File: src/verilog/tlaf_pkg.sv
// Shared constants of the lane aggregation framer: frame layout, state codes,
// multiframe sizing and wander buffer sizing.
// Assumes a 66-bit frame of 64 payload bits and two overhead flag bits.
package tlaf_pkg;

  // ----------------------------------------------------------------
  // Frame layout
  // ----------------------------------------------------------------
  localparam int PAYLOAD_BITS = 64;
  localparam int TFLAG_BITS = 2;
  localparam int FRAME_BITS = 66;
  localparam int STATE_W = 3;
  // Overhead factor 1.03125 written as a ratio
  localparam int OVH_NUM = 33;
  localparam int OVH_DEN = 32;
  localparam logic [1:0] TFLAG_TX_VALUE = 2'b00;

  // ----------------------------------------------------------------
  // State field codes
  // ----------------------------------------------------------------
  localparam logic [2:0] STATE_MF_MARK = 3'b011;
  localparam logic [2:0] STATE_MF_MARK_ALT = 3'b001;
  localparam logic [2:0] STATE_PLAIN = 3'b000;

  // ----------------------------------------------------------------
  // Multiframe sizing
  // ----------------------------------------------------------------
  // 202.5 frames per 2.48832 Gb/s client, kept doubled to stay integral
  localparam int MF_FRAMES_X2_PER_CLIENT = 405;
  localparam int CNT_W = 12;

  // ----------------------------------------------------------------
  // Wander buffer
  // ----------------------------------------------------------------
  localparam int WANDER_DEPTH = 4;
  localparam int WANDER_FILL_START = 2;

endpackage

File: src/verilog/tlaf_framer.sv
// Lane aggregation framer: interleaves client lanes into 66-bit aggregate
// frames with a multiframe marker, and splits received frames back out.
// Assumes clients and link logic share SYS_CLK_IN; only the link fail pin is
// asynchronous. One frame moves per cycle in each direction.
//
// Overview of operation
// - Aggregate frame carries 66 bits per 64 payload
// - Each client gets 64/N of 66 received bits
// - First multiframe frame carries marker in state field
// - Multiframe length is 202.5 frames times clients
// - Only lengths of the configured client count supported
// - Receiver uses configured length, no auto detection
// - Client count is a generic parameter
// - Clients frequency locked with bounded wander
// - Client bytes placed straight into payload, no stuffing
// - Optional transmit client underrun monitoring; here always on, with no switch
// - Link failure raises alarm toward clients
// - Per-lane buffer absorbs relative client wander
// - Marker encoded as state 011 or 001
// - Round-robin byte interleave, MSB first
// - Flag bits sent zero, ignored on receive
// - Lane 0 client frame start aligns with multiframe start
`timescale 1ns/100ps
`default_nettype none
module tlaf_framer #(
  parameter int N_CLIENTS = 2,
  parameter int LANE_W = 64 / N_CLIENTS,
  parameter int MF_LEN = tlaf_pkg::MF_FRAMES_X2_PER_CLIENT * N_CLIENTS / 2
) (
  input wire logic SYS_CLK_IN,
  input wire logic NRST_IN,
  input wire logic [N_CLIENTS*LANE_W-1:0] TX_CLIENT_DATA_IN,
  input wire logic [N_CLIENTS-1:0] TX_CLIENT_START_IN,
  input wire logic [N_CLIENTS-1:0] TX_CLIENT_VALID_IN,
  output logic [N_CLIENTS-1:0] TX_CLIENT_READY_OUT,
  input wire logic TX_LINK_READY_IN,
  output logic TX_FRAME_VALID_OUT,
  output logic [63:0] TX_PAYLOAD_OUT,
  output logic [1:0] TX_TFLAG_OUT,
  output logic [2:0] TX_STATE_OUT,
  output logic [N_CLIENTS-1:0] TX_CLIENT_FAULT_OUT,
  input wire logic RX_FRAME_VALID_IN,
  input wire logic [63:0] RX_PAYLOAD_IN,
  input wire logic [1:0] RX_TFLAG_IN,
  input wire logic [2:0] RX_STATE_IN,
  input wire logic RX_LINK_FAIL_IN,
  output logic RX_CLIENT_VALID_OUT,
  output logic [N_CLIENTS*LANE_W-1:0] RX_CLIENT_DATA_OUT,
  output logic RX_CLIENT_START_OUT,
  output logic RX_IN_SYNC_OUT,
  output logic RX_ALARM_OUT
);

  // ----------------------------------------------------------------
  // Derived constants
  // ----------------------------------------------------------------
  localparam int CW = tlaf_pkg::CNT_W;
  localparam int DEPTH = tlaf_pkg::WANDER_DEPTH;
  localparam int AW = $clog2(DEPTH);
  localparam int BYTES_PER_LANE = LANE_W / 8;
  localparam logic [CW-1:0] MF_LAST = CW'(MF_LEN - 1);
  localparam logic [AW:0] FILL_LVL = (AW+1)'(tlaf_pkg::WANDER_FILL_START);

  typedef enum logic [0:0] {TLAF_FILL, TLAF_RUN} tlaf_tx_state_e;

  // ----------------------------------------------------------------
  // Byte interleave helpers
  // ----------------------------------------------------------------
  // Payload byte k (k=0 on the first sent bit) belongs to lane k mod N
  function automatic logic [63:0] tlaf_interleave(input logic [N_CLIENTS*LANE_W-1:0] lanes);
    logic [63:0] p;
    p = '0;
    for (int k = 0; k < 8; k++) begin
      p[63-8*k -: 8] = lanes[(k % N_CLIENTS)*LANE_W + LANE_W - 1 - 8*(k / N_CLIENTS) -: 8];
    end
    return p;
  endfunction

  function automatic logic [N_CLIENTS*LANE_W-1:0] tlaf_deinterleave(input logic [63:0] p);
    logic [N_CLIENTS*LANE_W-1:0] lanes;
    lanes = '0;
    for (int k = 0; k < 8; k++) begin
      lanes[(k % N_CLIENTS)*LANE_W + LANE_W - 1 - 8*(k / N_CLIENTS) -: 8] = p[63-8*k -: 8];
    end
    return lanes;
  endfunction

  // ----------------------------------------------------------------
  // Transmit wander buffers
  // ----------------------------------------------------------------
  logic [LANE_W:0] lane_head [N_CLIENTS];
  logic [AW:0] lane_level [N_CLIENTS];
  logic [N_CLIENTS-1:0] lane_valid;
  logic pop_frame;

  genvar g;
  generate
    for (g = 0; g < N_CLIENTS; g++) begin : gen_lane
      // Depth bounds the wander tolerated; beyond it a lane underruns
      tlaf_wander_fifo #(
        .WIDTH(LANE_W + 1),
        .DEPTH(DEPTH)
      ) u_fifo (
        .clk_in(SYS_CLK_IN),
        .rst_n_in(NRST_IN),
        .wr_valid_in(TX_CLIENT_VALID_IN[g]),
        .wr_data_in({TX_CLIENT_START_IN[g], TX_CLIENT_DATA_IN[g*LANE_W +: LANE_W]}),
        .wr_ready_out(TX_CLIENT_READY_OUT[g]),
        .rd_valid_out(lane_valid[g]),
        .rd_data_out(lane_head[g]),
        .rd_ready_in(pop_frame),
        .level_out(lane_level[g])
      );
    end
  endgenerate

  // ----------------------------------------------------------------
  // Transmit framing
  // ----------------------------------------------------------------
  tlaf_tx_state_e tx_state, next_tx_state;
  logic [CW-1:0] tx_cnt, next_tx_cnt;
  logic tx_valid, next_tx_valid;
  logic [63:0] tx_payload, next_tx_payload;
  logic [2:0] tx_mark, next_tx_mark;
  logic [N_CLIENTS-1:0] tx_fault, next_tx_fault;
  logic [1:0] tx_tflag, next_tx_tflag;
  logic all_filled;
  logic mark_now;
  logic [N_CLIENTS*LANE_W-1:0] lane_words;

  always_comb begin
    all_filled = 1'b1;
    lane_words = '0;
    for (int i = 0; i < N_CLIENTS; i++) begin
      if (lane_level[i] < FILL_LVL) begin
        all_filled = 1'b0;
      end
      // An empty lane sends zeros rather than slipping its neighbours
      if (lane_valid[i]) begin
        lane_words[i*LANE_W +: LANE_W] = lane_head[i][LANE_W-1:0];
      end
    end
    next_tx_state = tx_state;
    next_tx_cnt = tx_cnt;
    next_tx_valid = 1'b0;
    next_tx_payload = tx_payload;
    next_tx_mark = tx_mark;
    next_tx_fault = tx_fault;
    next_tx_tflag = tlaf_pkg::TFLAG_TX_VALUE;
    pop_frame = 1'b0;
    mark_now = 1'b0;
    case (tx_state)
      TLAF_FILL: begin
        if (all_filled) begin
          next_tx_state = TLAF_RUN;
        end
      end
      TLAF_RUN: begin
        pop_frame = TX_LINK_READY_IN;
        if (pop_frame) begin
          // Lane 0 carrying its client frame start forces a multiframe start
          mark_now = (tx_cnt == '0) || (lane_valid[0] && lane_head[0][LANE_W]);
          next_tx_valid = 1'b1;
          next_tx_payload = tlaf_interleave(lane_words);
          next_tx_mark = mark_now ? tlaf_pkg::STATE_MF_MARK : tlaf_pkg::STATE_PLAIN;
          next_tx_cnt = mark_now ? CW'(1) : ((tx_cnt == MF_LAST) ? '0 : tx_cnt + 1'b1);
          next_tx_fault = ~lane_valid;
          if (MF_LAST == '0) begin
            next_tx_cnt = '0;
          end
        end
      end
      default: begin
        next_tx_state = TLAF_FILL;
      end
    endcase
  end

  always_ff @(posedge SYS_CLK_IN) begin
    if (!NRST_IN) begin
      tx_state <= TLAF_FILL;
      tx_cnt <= '0;
      tx_valid <= 1'b0;
      tx_payload <= '0;
      tx_mark <= tlaf_pkg::STATE_PLAIN;
      tx_fault <= '0;
      tx_tflag <= tlaf_pkg::TFLAG_TX_VALUE;
    end else begin
      tx_state <= next_tx_state;
      tx_cnt <= next_tx_cnt;
      tx_valid <= next_tx_valid;
      tx_payload <= next_tx_payload;
      tx_mark <= next_tx_mark;
      tx_fault <= next_tx_fault;
      tx_tflag <= next_tx_tflag;
    end
  end

  // One 66-bit frame carries 64 payload bits, shared by N lanes
  assign TX_FRAME_VALID_OUT = tx_valid;
  assign TX_PAYLOAD_OUT = tx_payload;
  assign TX_TFLAG_OUT = tx_tflag;
  assign TX_STATE_OUT = tx_mark;
  assign TX_CLIENT_FAULT_OUT = tx_fault;

  // ----------------------------------------------------------------
  // Receive de-framing
  // ----------------------------------------------------------------
  logic fail_meta, fail_sync;
  logic [CW-1:0] rx_cnt, next_rx_cnt;
  logic rx_sync, next_rx_sync;
  logic rx_valid, next_rx_valid;
  logic rx_start, next_rx_start;
  logic rx_alarm, next_rx_alarm;
  logic [N_CLIENTS*LANE_W-1:0] rx_data, next_rx_data;
  logic rx_marker;

  always_comb begin
    // Flag bits are not looked at; only payload and state matter
    rx_marker = (RX_STATE_IN == tlaf_pkg::STATE_MF_MARK) ||
                (RX_STATE_IN == tlaf_pkg::STATE_MF_MARK_ALT);
    next_rx_cnt = rx_cnt;
    next_rx_sync = rx_sync;
    next_rx_valid = RX_FRAME_VALID_IN;
    next_rx_start = 1'b0;
    next_rx_data = rx_data;
    if (RX_FRAME_VALID_IN) begin
      next_rx_data = tlaf_deinterleave(RX_PAYLOAD_IN);
      if (rx_marker) begin
        next_rx_cnt = (MF_LAST == '0) ? '0 : CW'(1);
        next_rx_sync = 1'b1;
        next_rx_start = 1'b1;
      end else begin
        next_rx_cnt = (rx_cnt == MF_LAST) ? '0 : rx_cnt + 1'b1;
        // A multiframe boundary with no marker means lost alignment
        if (rx_cnt == '0) begin
          next_rx_sync = 1'b0;
        end
      end
    end
    next_rx_alarm = !next_rx_sync || fail_sync;
  end

  always_ff @(posedge SYS_CLK_IN) begin
    if (!NRST_IN) begin
      fail_meta <= 1'b0;
      fail_sync <= 1'b0;
      rx_cnt <= '0;
      rx_sync <= 1'b0;
      rx_valid <= 1'b0;
      rx_start <= 1'b0;
      rx_alarm <= 1'b1;
      rx_data <= '0;
    end else begin
      fail_meta <= RX_LINK_FAIL_IN;
      fail_sync <= fail_meta;
      rx_cnt <= next_rx_cnt;
      rx_sync <= next_rx_sync;
      rx_valid <= next_rx_valid;
      rx_start <= next_rx_start;
      rx_alarm <= next_rx_alarm;
      rx_data <= next_rx_data;
    end
  end

  assign RX_CLIENT_VALID_OUT = rx_valid;
  assign RX_CLIENT_DATA_OUT = rx_data;
  assign RX_CLIENT_START_OUT = rx_start;
  assign RX_IN_SYNC_OUT = rx_sync;
  assign RX_ALARM_OUT = rx_alarm;

endmodule
`default_nettype wire

File: src/verilog/tlaf_wander_fifo.sv
// Small per-lane elastic store of client words.
// Assumes both sides on one clock; DEPTH is a power of two.
`timescale 1ns/100ps
`default_nettype none
module tlaf_wander_fifo #(
  parameter int WIDTH = 33,
  parameter int DEPTH = 4,
  parameter int AW = $clog2(DEPTH)
) (
  input wire logic clk_in,
  input wire logic rst_n_in,
  input wire logic wr_valid_in,
  input wire logic [WIDTH-1:0] wr_data_in,
  output logic wr_ready_out,
  output logic rd_valid_out,
  output logic [WIDTH-1:0] rd_data_out,
  input wire logic rd_ready_in,
  output logic [AW:0] level_out
);

  localparam logic [AW:0] FULL_LVL = (AW+1)'(DEPTH);

  logic [WIDTH-1:0] mem [DEPTH];
  logic [WIDTH-1:0] next_mem [DEPTH];
  logic [AW-1:0] wr_ptr, next_wr_ptr, rd_ptr, next_rd_ptr;
  logic [AW:0] count, next_count;
  logic not_full, next_not_full;
  logic do_wr, do_rd;

  always_comb begin
    next_mem = mem;
    next_wr_ptr = wr_ptr;
    next_rd_ptr = rd_ptr;
    next_count = count;
    do_wr = wr_valid_in && (count != FULL_LVL);
    do_rd = rd_ready_in && (count != '0);
    if (do_wr) begin
      next_mem[wr_ptr] = wr_data_in;
      next_wr_ptr = wr_ptr + 1'b1;
    end
    if (do_rd) begin
      next_rd_ptr = rd_ptr + 1'b1;
    end
    if (do_wr && !do_rd) begin
      next_count = count + 1'b1;
    end else if (do_rd && !do_wr) begin
      next_count = count - 1'b1;
    end
    next_not_full = (next_count != FULL_LVL);
  end

  always_ff @(posedge clk_in) begin
    if (!rst_n_in) begin
      for (int i = 0; i < DEPTH; i++) begin
        mem[i] <= '0;
      end
      wr_ptr <= '0;
      rd_ptr <= '0;
      count <= '0;
      not_full <= 1'b1;
    end else begin
      mem <= next_mem;
      wr_ptr <= next_wr_ptr;
      rd_ptr <= next_rd_ptr;
      count <= next_count;
      not_full <= next_not_full;
    end
  end

  assign wr_ready_out = not_full;
  assign rd_valid_out = (count != '0);
  assign rd_data_out = mem[rd_ptr];
  assign level_out = count;

endmodule
`default_nettype wire

File: config.mk
export PLATFORM = sky130hd
export DESIGN_NAME = tlaf_framer
export DESIGN_NICKNAME = d
export VERILOG_FILES = /design/src/verilog/tlaf_pkg.sv /design/src/verilog/tlaf_framer.sv /design/src/verilog/tlaf_wander_fifo.sv
export SDC_FILE = /design/constraint.sdc
export NUM_CORES = 1
export LEC_CHECK = 0
export ABC_AREA = 1
export BUFFER_PORTS_ARGS = -buffer_cell sky130_fd_sc_hd__buf_2
export CAP_MARGIN = 20
export CORE_MARGIN = 4
export CORE_UTILIZATION = 45
export CTS_CLUSTER_SIZE = 14
export DETAILED_ROUTE_END_ITERATION = 12
export PLACE_DENSITY = 0.66
export RECOVER_POWER = 100
export SLEW_MARGIN = 20
export SYNTH_ARGS = -nofsm -noshare
export SYNTH_HDL_FRONTEND = slang
export SYNTH_SLANG_ARGS = --single-unit
File: constraint.sdc
create_clock -name SYS_CLK_IN -period 1.8 [get_ports SYS_CLK_IN]
set_input_delay 0.36 -clock SYS_CLK_IN [delete_from_list [all_inputs] [get_ports SYS_CLK_IN]]
set_output_delay 0.36 -clock SYS_CLK_IN [all_outputs]
set_load 0.05 [all_outputs]
==> results of run 1 <==
metrics by stage:
| step | TNS [ns] | total power [mW] |
|---|---|---|
| floorplan | 0 | 12.5 |
| global placement | 0 | 13.4 |
| detailed placement | -0.0663 | 13.5 |
| CTS | 0 | 22.9 |
| global route | -0.0347 | 23.6 |
| finish | 0 | 22.7 |
cells by family after synthesis:
| kind of cell | share of synthesized area |
|---|---|
| AOI/OAI and AO/OA | 0.212 |
| xor gates and xnor gates | 0.00379 |
| adders and majority gates | 0.0124 |
| buffers and inverters | 0.0807 |
| DFF | 0.484 |
| other | 0.000207 |
| and+or+nand+nor | 0.207 |
cell type report:
class	instances	area (um^2)
Fill cell	3731	17800
Sequential cell	439	8790
Multi-Input combinational cell	1691	7920
Timing Repair Buffer	394	2720
Clock buffer	78	1450
Tap cell	525	657
Inverter	127	502
Clock inverter	5	25.0
Antenna cell	3	7.51
repair_timing:
item                                    in CTS  in global routing
endpoints found under the setup margin      29                165
hold buffers                                48                  0
cloned                                       0                  3
endpoints found under the hold margin       48                  0
gates resized for setup                      1                 24
registers in the layout, summed over array words and instances, names as in the netlist:
signal,count
gen_lane.u_fifo.mem,260
RX_CLIENT_DATA_OUT,64
TX_PAYLOAD_OUT,64
rx_cnt,12
tx_cnt,12
gen_lane.u_fifo.level_out,6
gen_lane.u_fifo.rd_ptr,4
gen_lane.u_fifo.wr_ptr,4
TX_CLIENT_FAULT_OUT,2
gen_lane.u_fifo.wr_ready_out,2
RX_ALARM_OUT,1
RX_CLIENT_START_OUT,1
RX_CLIENT_VALID_OUT,1
RX_IN_SYNC_OUT,1
TX_FRAME_VALID_OUT,1
TX_STATE_OUT,1
fail_meta,1
fail_sync,1
tx_state,1
cell usage after synthesis, drive strengths merged:
master / number / share of area
clkinv: 2 / 0.00041
o21a: 1 / 0.00041
nor3: 7 / 0.0019
nand3: 217 / 0.060
and2: 1 / 0.00035
xnor2: 1 / 0.00048
o21ai: 347 / 0.096
xor2: 6 / 0.0033
a21oi: 409 / 0.11
ha: 18 / 0.012
a31oi: 1 / 0.00035
a211o: 1 / 0.00048
o22ai: 4 / 0.0014
clkbuf: 99 / 0.020
and3: 2 / 0.00069
o21bai: 1 / 0.00041
inv: 125 / 0.026
dfxtp: 439 / 0.48
nand2: 417 / 0.089
nor2: 247 / 0.052
buf: 103 / 0.034
conb: 1 / 0.00021
nand4: 8 / 0.0028
final timing paths:
path	from	to	slack (ns)	cells after the start
max reg2reg	gen_lane[1].u_fifo.level_out[1]	gen_lane[1].u_fifo.mem[13]	0.08	8
max	gen_lane[1].u_fifo.level_out[1]	gen_lane[1].u_fifo.mem[13]	0.08	8
min reg2reg	fail_meta	fail_sync	0.41	2
min	RX_PAYLOAD_IN[40]	RX_CLIENT_DATA_OUT[16]	0.04	3
worst max-delay path: stages (launching register included):
cell     delay (ns)
dfxtp_1        0.37
inv_1          0.10
ha_1           0.22
nand2_1        0.08
nand2_2        0.11
inv_8          0.14
buf_16         0.28
nand3_1        0.13
a21oi_1        0.19
metal layers:
layer	global-route usage	vias up
met5	0	-
met4	0.0718	8
met3	0.0420	102
met2	0.408	559
met1	0.288	8167
li1	-	8628
power groups by stage:
stage          clock [mW]  sequential (mW)  combinational, mW
6_report             9.23             10.4               3.05
5_1_grt              9.82             10.4               3.35
4_1_cts              9.50             10.4               2.99
3_5_place_dp            0             10.6               2.89
3_3_place_gp            0             10.6               2.83
2_1_floorplan           0             11.0               1.58
==> flow_metrics.py, run 1 <==
metrics = {
    "sta": {
        "finalMaxSlewViolations": 0,
        "skew_ns": 0.00683,
        "setup_ws_ns": 0.0828,
        "hold_violations": 0,
        "tightest_slew_ns": 0.992,
        "fmax_ghz": 0.582,
        "fin_crit_ns": 1.72,
        "worst_hold_slack_ns": 0.0360,
        "slew_headroom": 0.338,
        "finalSetupViolCount": 0,
        "period_share": 0.954,
    },
    "synthesis": {
        "synth.ff_latch_count": 439,
        "synthDistinctLibCells": 34,
        "syn_area_mm2": 0.0181,
        "yosysWarningCount": 0,
        "syn_avg_cell_area_um2": 7.38,
        "synth_cells": 2457,
        "ys_seq_area_frac": 0.484,
    },
    "route": {
        "vias": 17500,
        "first_pass_iters": 6,
        "met1_length_um": 22400,
        "detail_route.wl_per_cell_um": 16.5,
        "viasPerCell": 5.35,
        "drt-total-wl_um": 53900,
        "route.met2.wl_um": 26900,
        "top_layer": "met5",
        "met3_length_um": 3380,
        "antenna_left": 0,
        "drtIter0Drc": 1450,
        "drc": 0,
    },
    "finish": {
        "final_cell_count_no_fill": 3262,
        "layout.cells.most_common": "dfxtp_1",
        "final_nets": 2860,
        "mostFrequentLayoutCells": "435 x dfxtp_1, 407 x a21oi_1, 404 x nand2_1",
        "drive_gt1_frac": 0.162,
        "fin_area_mm2": 0.0221,
        "utilization": 0.554,
        "syn_to_final_growth_pct": 21.6,
    },
    "cts": {
        "clkTransAtPathRegs_ns": 0.06,
        "root_buffer": "clkbuf_16",
        "cts-buffers-inserted": 47,
        "post_cts_buffers": 0,
        "clock_latency_ns": 0.56,
        "cts_tree": "built",
        "clockBufferDepth": 3,
        "cts.sinks": 439,
        "cts_max_level": 2,
    },
    "grt": {
        "grt_pass1_wl_um": 85400,
        "antenna_found_initial": 6,
        "grt_usage": 0.231,
        "grt_max_degree": 77,
        "grt_pass1_vias": 16800,
        "grt_remaining_overflow": 0,
    },
    "place": {
        "dp_hpwl_um": 32600,
        "port_buffers": 276,
        "place_ws_ns": -0.0301,
        "dpl-instance-area_mm2": 0.0200,
        "dpl.cell_count": 3125,
        "place.gp.congestion": 0.847,
    },
    "power": {
        "pwr-share-comb": 0.135,
        "peakVddDrop_uv": 705,
        "intPower_mw": 16.6,
        "p_per_area_mw_per_mm2": 1030,
        "pwr-share-seq": 0.458,
        "sw_frac_of_total": 0.268,
        "pwr-share-clk": 0.407,
        "p_sw_mw": 6.07,
        "leakage_nw": 8.76,
    },
    "worst_setup_path": {
        "cp.required_ns": 2.29,
        "path_max_fanout": 70,
        "crit_type": "reg2reg",
        "worst_setup_path_start_kind": "flop",
        "cp.arrival_ns": 2.20,
        "crit_path_end_kind": "flop",
    },
    "status": {
        "status": "complete, no violations",
    },
    "worst_hold_path": {
        "hp-class": "in2reg",
    },
    "floorplanning": {
        "num_rows": 73,
        "ios": 284,
        "coreArea_mm2": 0.0398,
        "die-area_mm2": 0.0436,
        "die_w_um": 209,
        "die_h_um": 209,
        "initial_core_util": 0.456,
    },
    "run": {
        "drv_cap": 0,
    },
}
No activity file was read; power rests on OpenSTA's default activity.
==> run 2, diff against run 1 <==
Settings changed: BUFFER_PORTS_ARGS -buffer_cell sky130_fd_sc_hd__buf_2 to -buffer_cell sky130_fd_sc_hd__buf_4.
==> run 2 against run 1 <==
Net effect:
- die area stayed put
- sequential share of layout area is 0.74 points lower
- hold slack better by 0.028 ns
- critical endpoint is now gen_lane[0].u_fifo.mem[103]
- largest power group unchanged
- highest routed layer unchanged
==> flow_metrics.py, run 2 (synthesized netlist as in run 1, its figures left out) <==
metrics = {
    "status": {
        "status": "complete, no violations",
    },
    "power": {
        "pwr-share-clk": 0.416,
        "intPower_mw": 16.9,
        "pwr-share-seq": 0.450,
        "sw_frac_of_total": 0.268,
        "p_sw_mw": 6.19,
        "fin_total_pwr_mw": 23.1,
        "p_per_area_mw_per_mm2": 1030,
        "peakVddDrop_uv": 730,
        "leakage_nw": 8.81,
        "pwr-share-comb": 0.134,
    },
    "grt": {
        "grt_usage": 0.234,
        "grt_pass1_wl_um": 85900,
        "grt_max_degree": 98,
        "grt_pass1_vias": 16700,
        "grt_remaining_overflow": 0,
        "antenna_found_initial": 2,
    },
    "route": {
        "drtIter0Drc": 1291,
        "detail_route.wl_per_cell_um": 16.4,
        "viasPerCell": 5.35,
        "first_pass_iters": 5,
        "drt-total-wl_um": 53700,
        "drc": 0,
        "antenna_left": 0,
        "vias": 17500,
    },
    "worst_setup_path": {
        "crit_buf_inv": 3,
        "r2r_end": "gen_lane[0].u_fifo.mem[103]",
        "cp.arrival_ns": 2.20,
        "r2r_setup_slack_ns": 0.10,
        "cp.required_ns": 2.31,
        "slowest_delay_ns": 0.36,
        "crit_chain": "inv_1 -> ha_1 -> nand2_1 -> nand2_2 -> inv_4 -> clkbuf_8 -> nand3_1 -> a21oi_1",
        "path_max_fanout": 54,
        "path_delay_family": "buffers and inverters",
        "reg2reg_depth": 8,
        "crit_path_end_kind": "flop",
        "crit_type": "reg2reg",
        "crit_slowest_cell": "clkbuf_8",
        "reg2reg_from": "gen_lane[0].u_fifo.level_out[0]",
        "worst_setup_path_start_kind": "flop",
    },
    "finish": {
        "syn_to_final_growth_pct": 23.9,
        "drive_gt1_frac": 0.161,
        "mostFrequentLayoutCells": "434 x dfxtp_1, 409 x a21oi_1, 408 x nand2_1",
        "nFillCells": 3799,
        "final_nets": 2873,
        "largest_reg_flops": 260,
        "final_cell_count_no_fill": 3273,
        "top_register": "gen_lane.u_fifo.mem",
        "layout.cells.most_common": "dfxtp_1",
        "utilization": 0.565,
    },
    "place": {
        "place_ws_ns": -0.0232,
        "port_buffers": 276,
        "dp_hpwl_um": 32600,
        "dpl.cell_count": 3122,
        "place.gp.congestion": 0.848,
    },
    "sta": {
        "hold_violations": 0,
        "rsz0062_at_grt": "true",
        "finalMaxSlewViolations": 0,
        "fin_crit_ns": 1.70,
        "slew_headroom": 0.314,
        "finalSetupViolCount": 0,
        "setup_ws_ns": 0.105,
        "tightest_slew_ns": 1.03,
        "skew_ns": 0.0119,
        "period_share": 0.942,
        "fmax_ghz": 0.590,
    },
    "worst_hold_path": {
        "holdPathEnd": "RX_CLIENT_DATA_OUT[32]",
        "hp-class": "in2reg",
        "worstHoldStart": "RX_PAYLOAD_IN[0]",
        "hold_depth": 3,
    },
    "floorplanning": {
        "die_h_um": 209,
        "die_w_um": 209,
        "num_rows": 73,
        "initial_core_util": 0.456,
        "coreArea_mm2": 0.0398,
        "die-area_mm2": 0.0436,
        "ios": 284,
    },
    "cts": {
        "cts_tree": "built",
        "root_buffer": "clkbuf_16",
        "cts_max_level": 2,
        "cts.sinks": 439,
        "cts-buffers-inserted": 48,
        "clkTransAtPathRegs_ns": 0.06,
        "clock_latency_ns": 0.58,
        "clockBufferDepth": 3,
    },
    "run": {
        "drv_cap": 0,
    },
}
==> run 2: timing repair <==
item,CTS,global route
buffers inserted,0,2
cloned,0,1
endpoints found under the hold margin,63,0
hold buffers,63,0
setup endpoints to repair,42,185
resized for setup,1,10
==> run 2: worst max path at each step <==
| stage | from | endpoint | cells past startpoint |
|---|---|---|---|
| after global routing | gen_lane[0].u_fifo.level_out[0] | gen_lane[0].u_fifo.mem[103] | 8 |
| final | gen_lane[0].u_fifo.level_out[0] | gen_lane[0].u_fifo.mem[103] | 8 |
| after detailed placement | gen_lane[0].u_fifo.level_out[0] | gen_lane[0].u_fifo.mem[46] | 8 |
| after CTS | gen_lane[1].u_fifo.level_out[1] | gen_lane[1].u_fifo.mem[25] | 9 |
| after global placement | gen_lane[0].u_fifo.level_out[0] | gen_lane[0].u_fifo.mem[52] | 8 |
| after floorplan | gen_lane[0].u_fifo.level_out[0] | gen_lane[0].u_fifo.wr_ready_out | 10 |
==> run 2: metrics by stage <==
stage,cell area [um^2],setup TNS (ns),hold slack [ns]
after floorplan,18200,0,0.387
after global placement,20700,0,0.401
after detailed placement,20700,-0.0789,0.405
after CTS,22800,0,0.0267
after global routing,22500,-0.0463,0.0687
final,22500,0,0.0640
==> run 2: tightest hold or removal path: cells and delay by family <==
kind / cells / cell delay, ns
buf+inv: 1 / 0.08
simple gates: 2 / 0.15
==> run 2: power groups by stage <==
stage | Clock [mW] | Combinational, mW | Sequential (mW)
after floorplan | 0 | 1.58 | 11.0
after global placement | 0 | 2.98 | 10.6
after detailed placement | 0 | 3.04 | 10.6
after CTS | 9.81 | 3.17 | 10.4
after global routing | 10.2 | 3.39 | 10.4
final | 9.60 | 3.10 | 10.4
==> run 2: final cells by class <==
type / instances / area [um^2] / share of cell area
multi-input cells: 1691 / 7890 / 0.351
diodes: 1 / 2.50 / 0.000111
repair buffers: 406 / 3110 / 0.138
clock buffers: 73 / 1450 / 0.0643
inverters: 127 / 492 / 0.0219
clock inverters: 11 / 87.6 / 0.00390
flip-flops and latches: 439 / 8790 / 0.391
well taps: 525 / 657 / 0.0292
==> run 2: metal layers <==
| layer | GRT usage | up-vias | wire (um) |
|---|---|---|---|
| met3 | 0.0438 | 113 | 3670 |
| li1 | - | 8656 | - |
| met5 | 0 | - | 20 |
| met4 | 0.0848 | 2 | 1550 |
| met1 | 0.288 | 8130 | 22000 |
| met2 | 0.410 | 605 | 26500 |
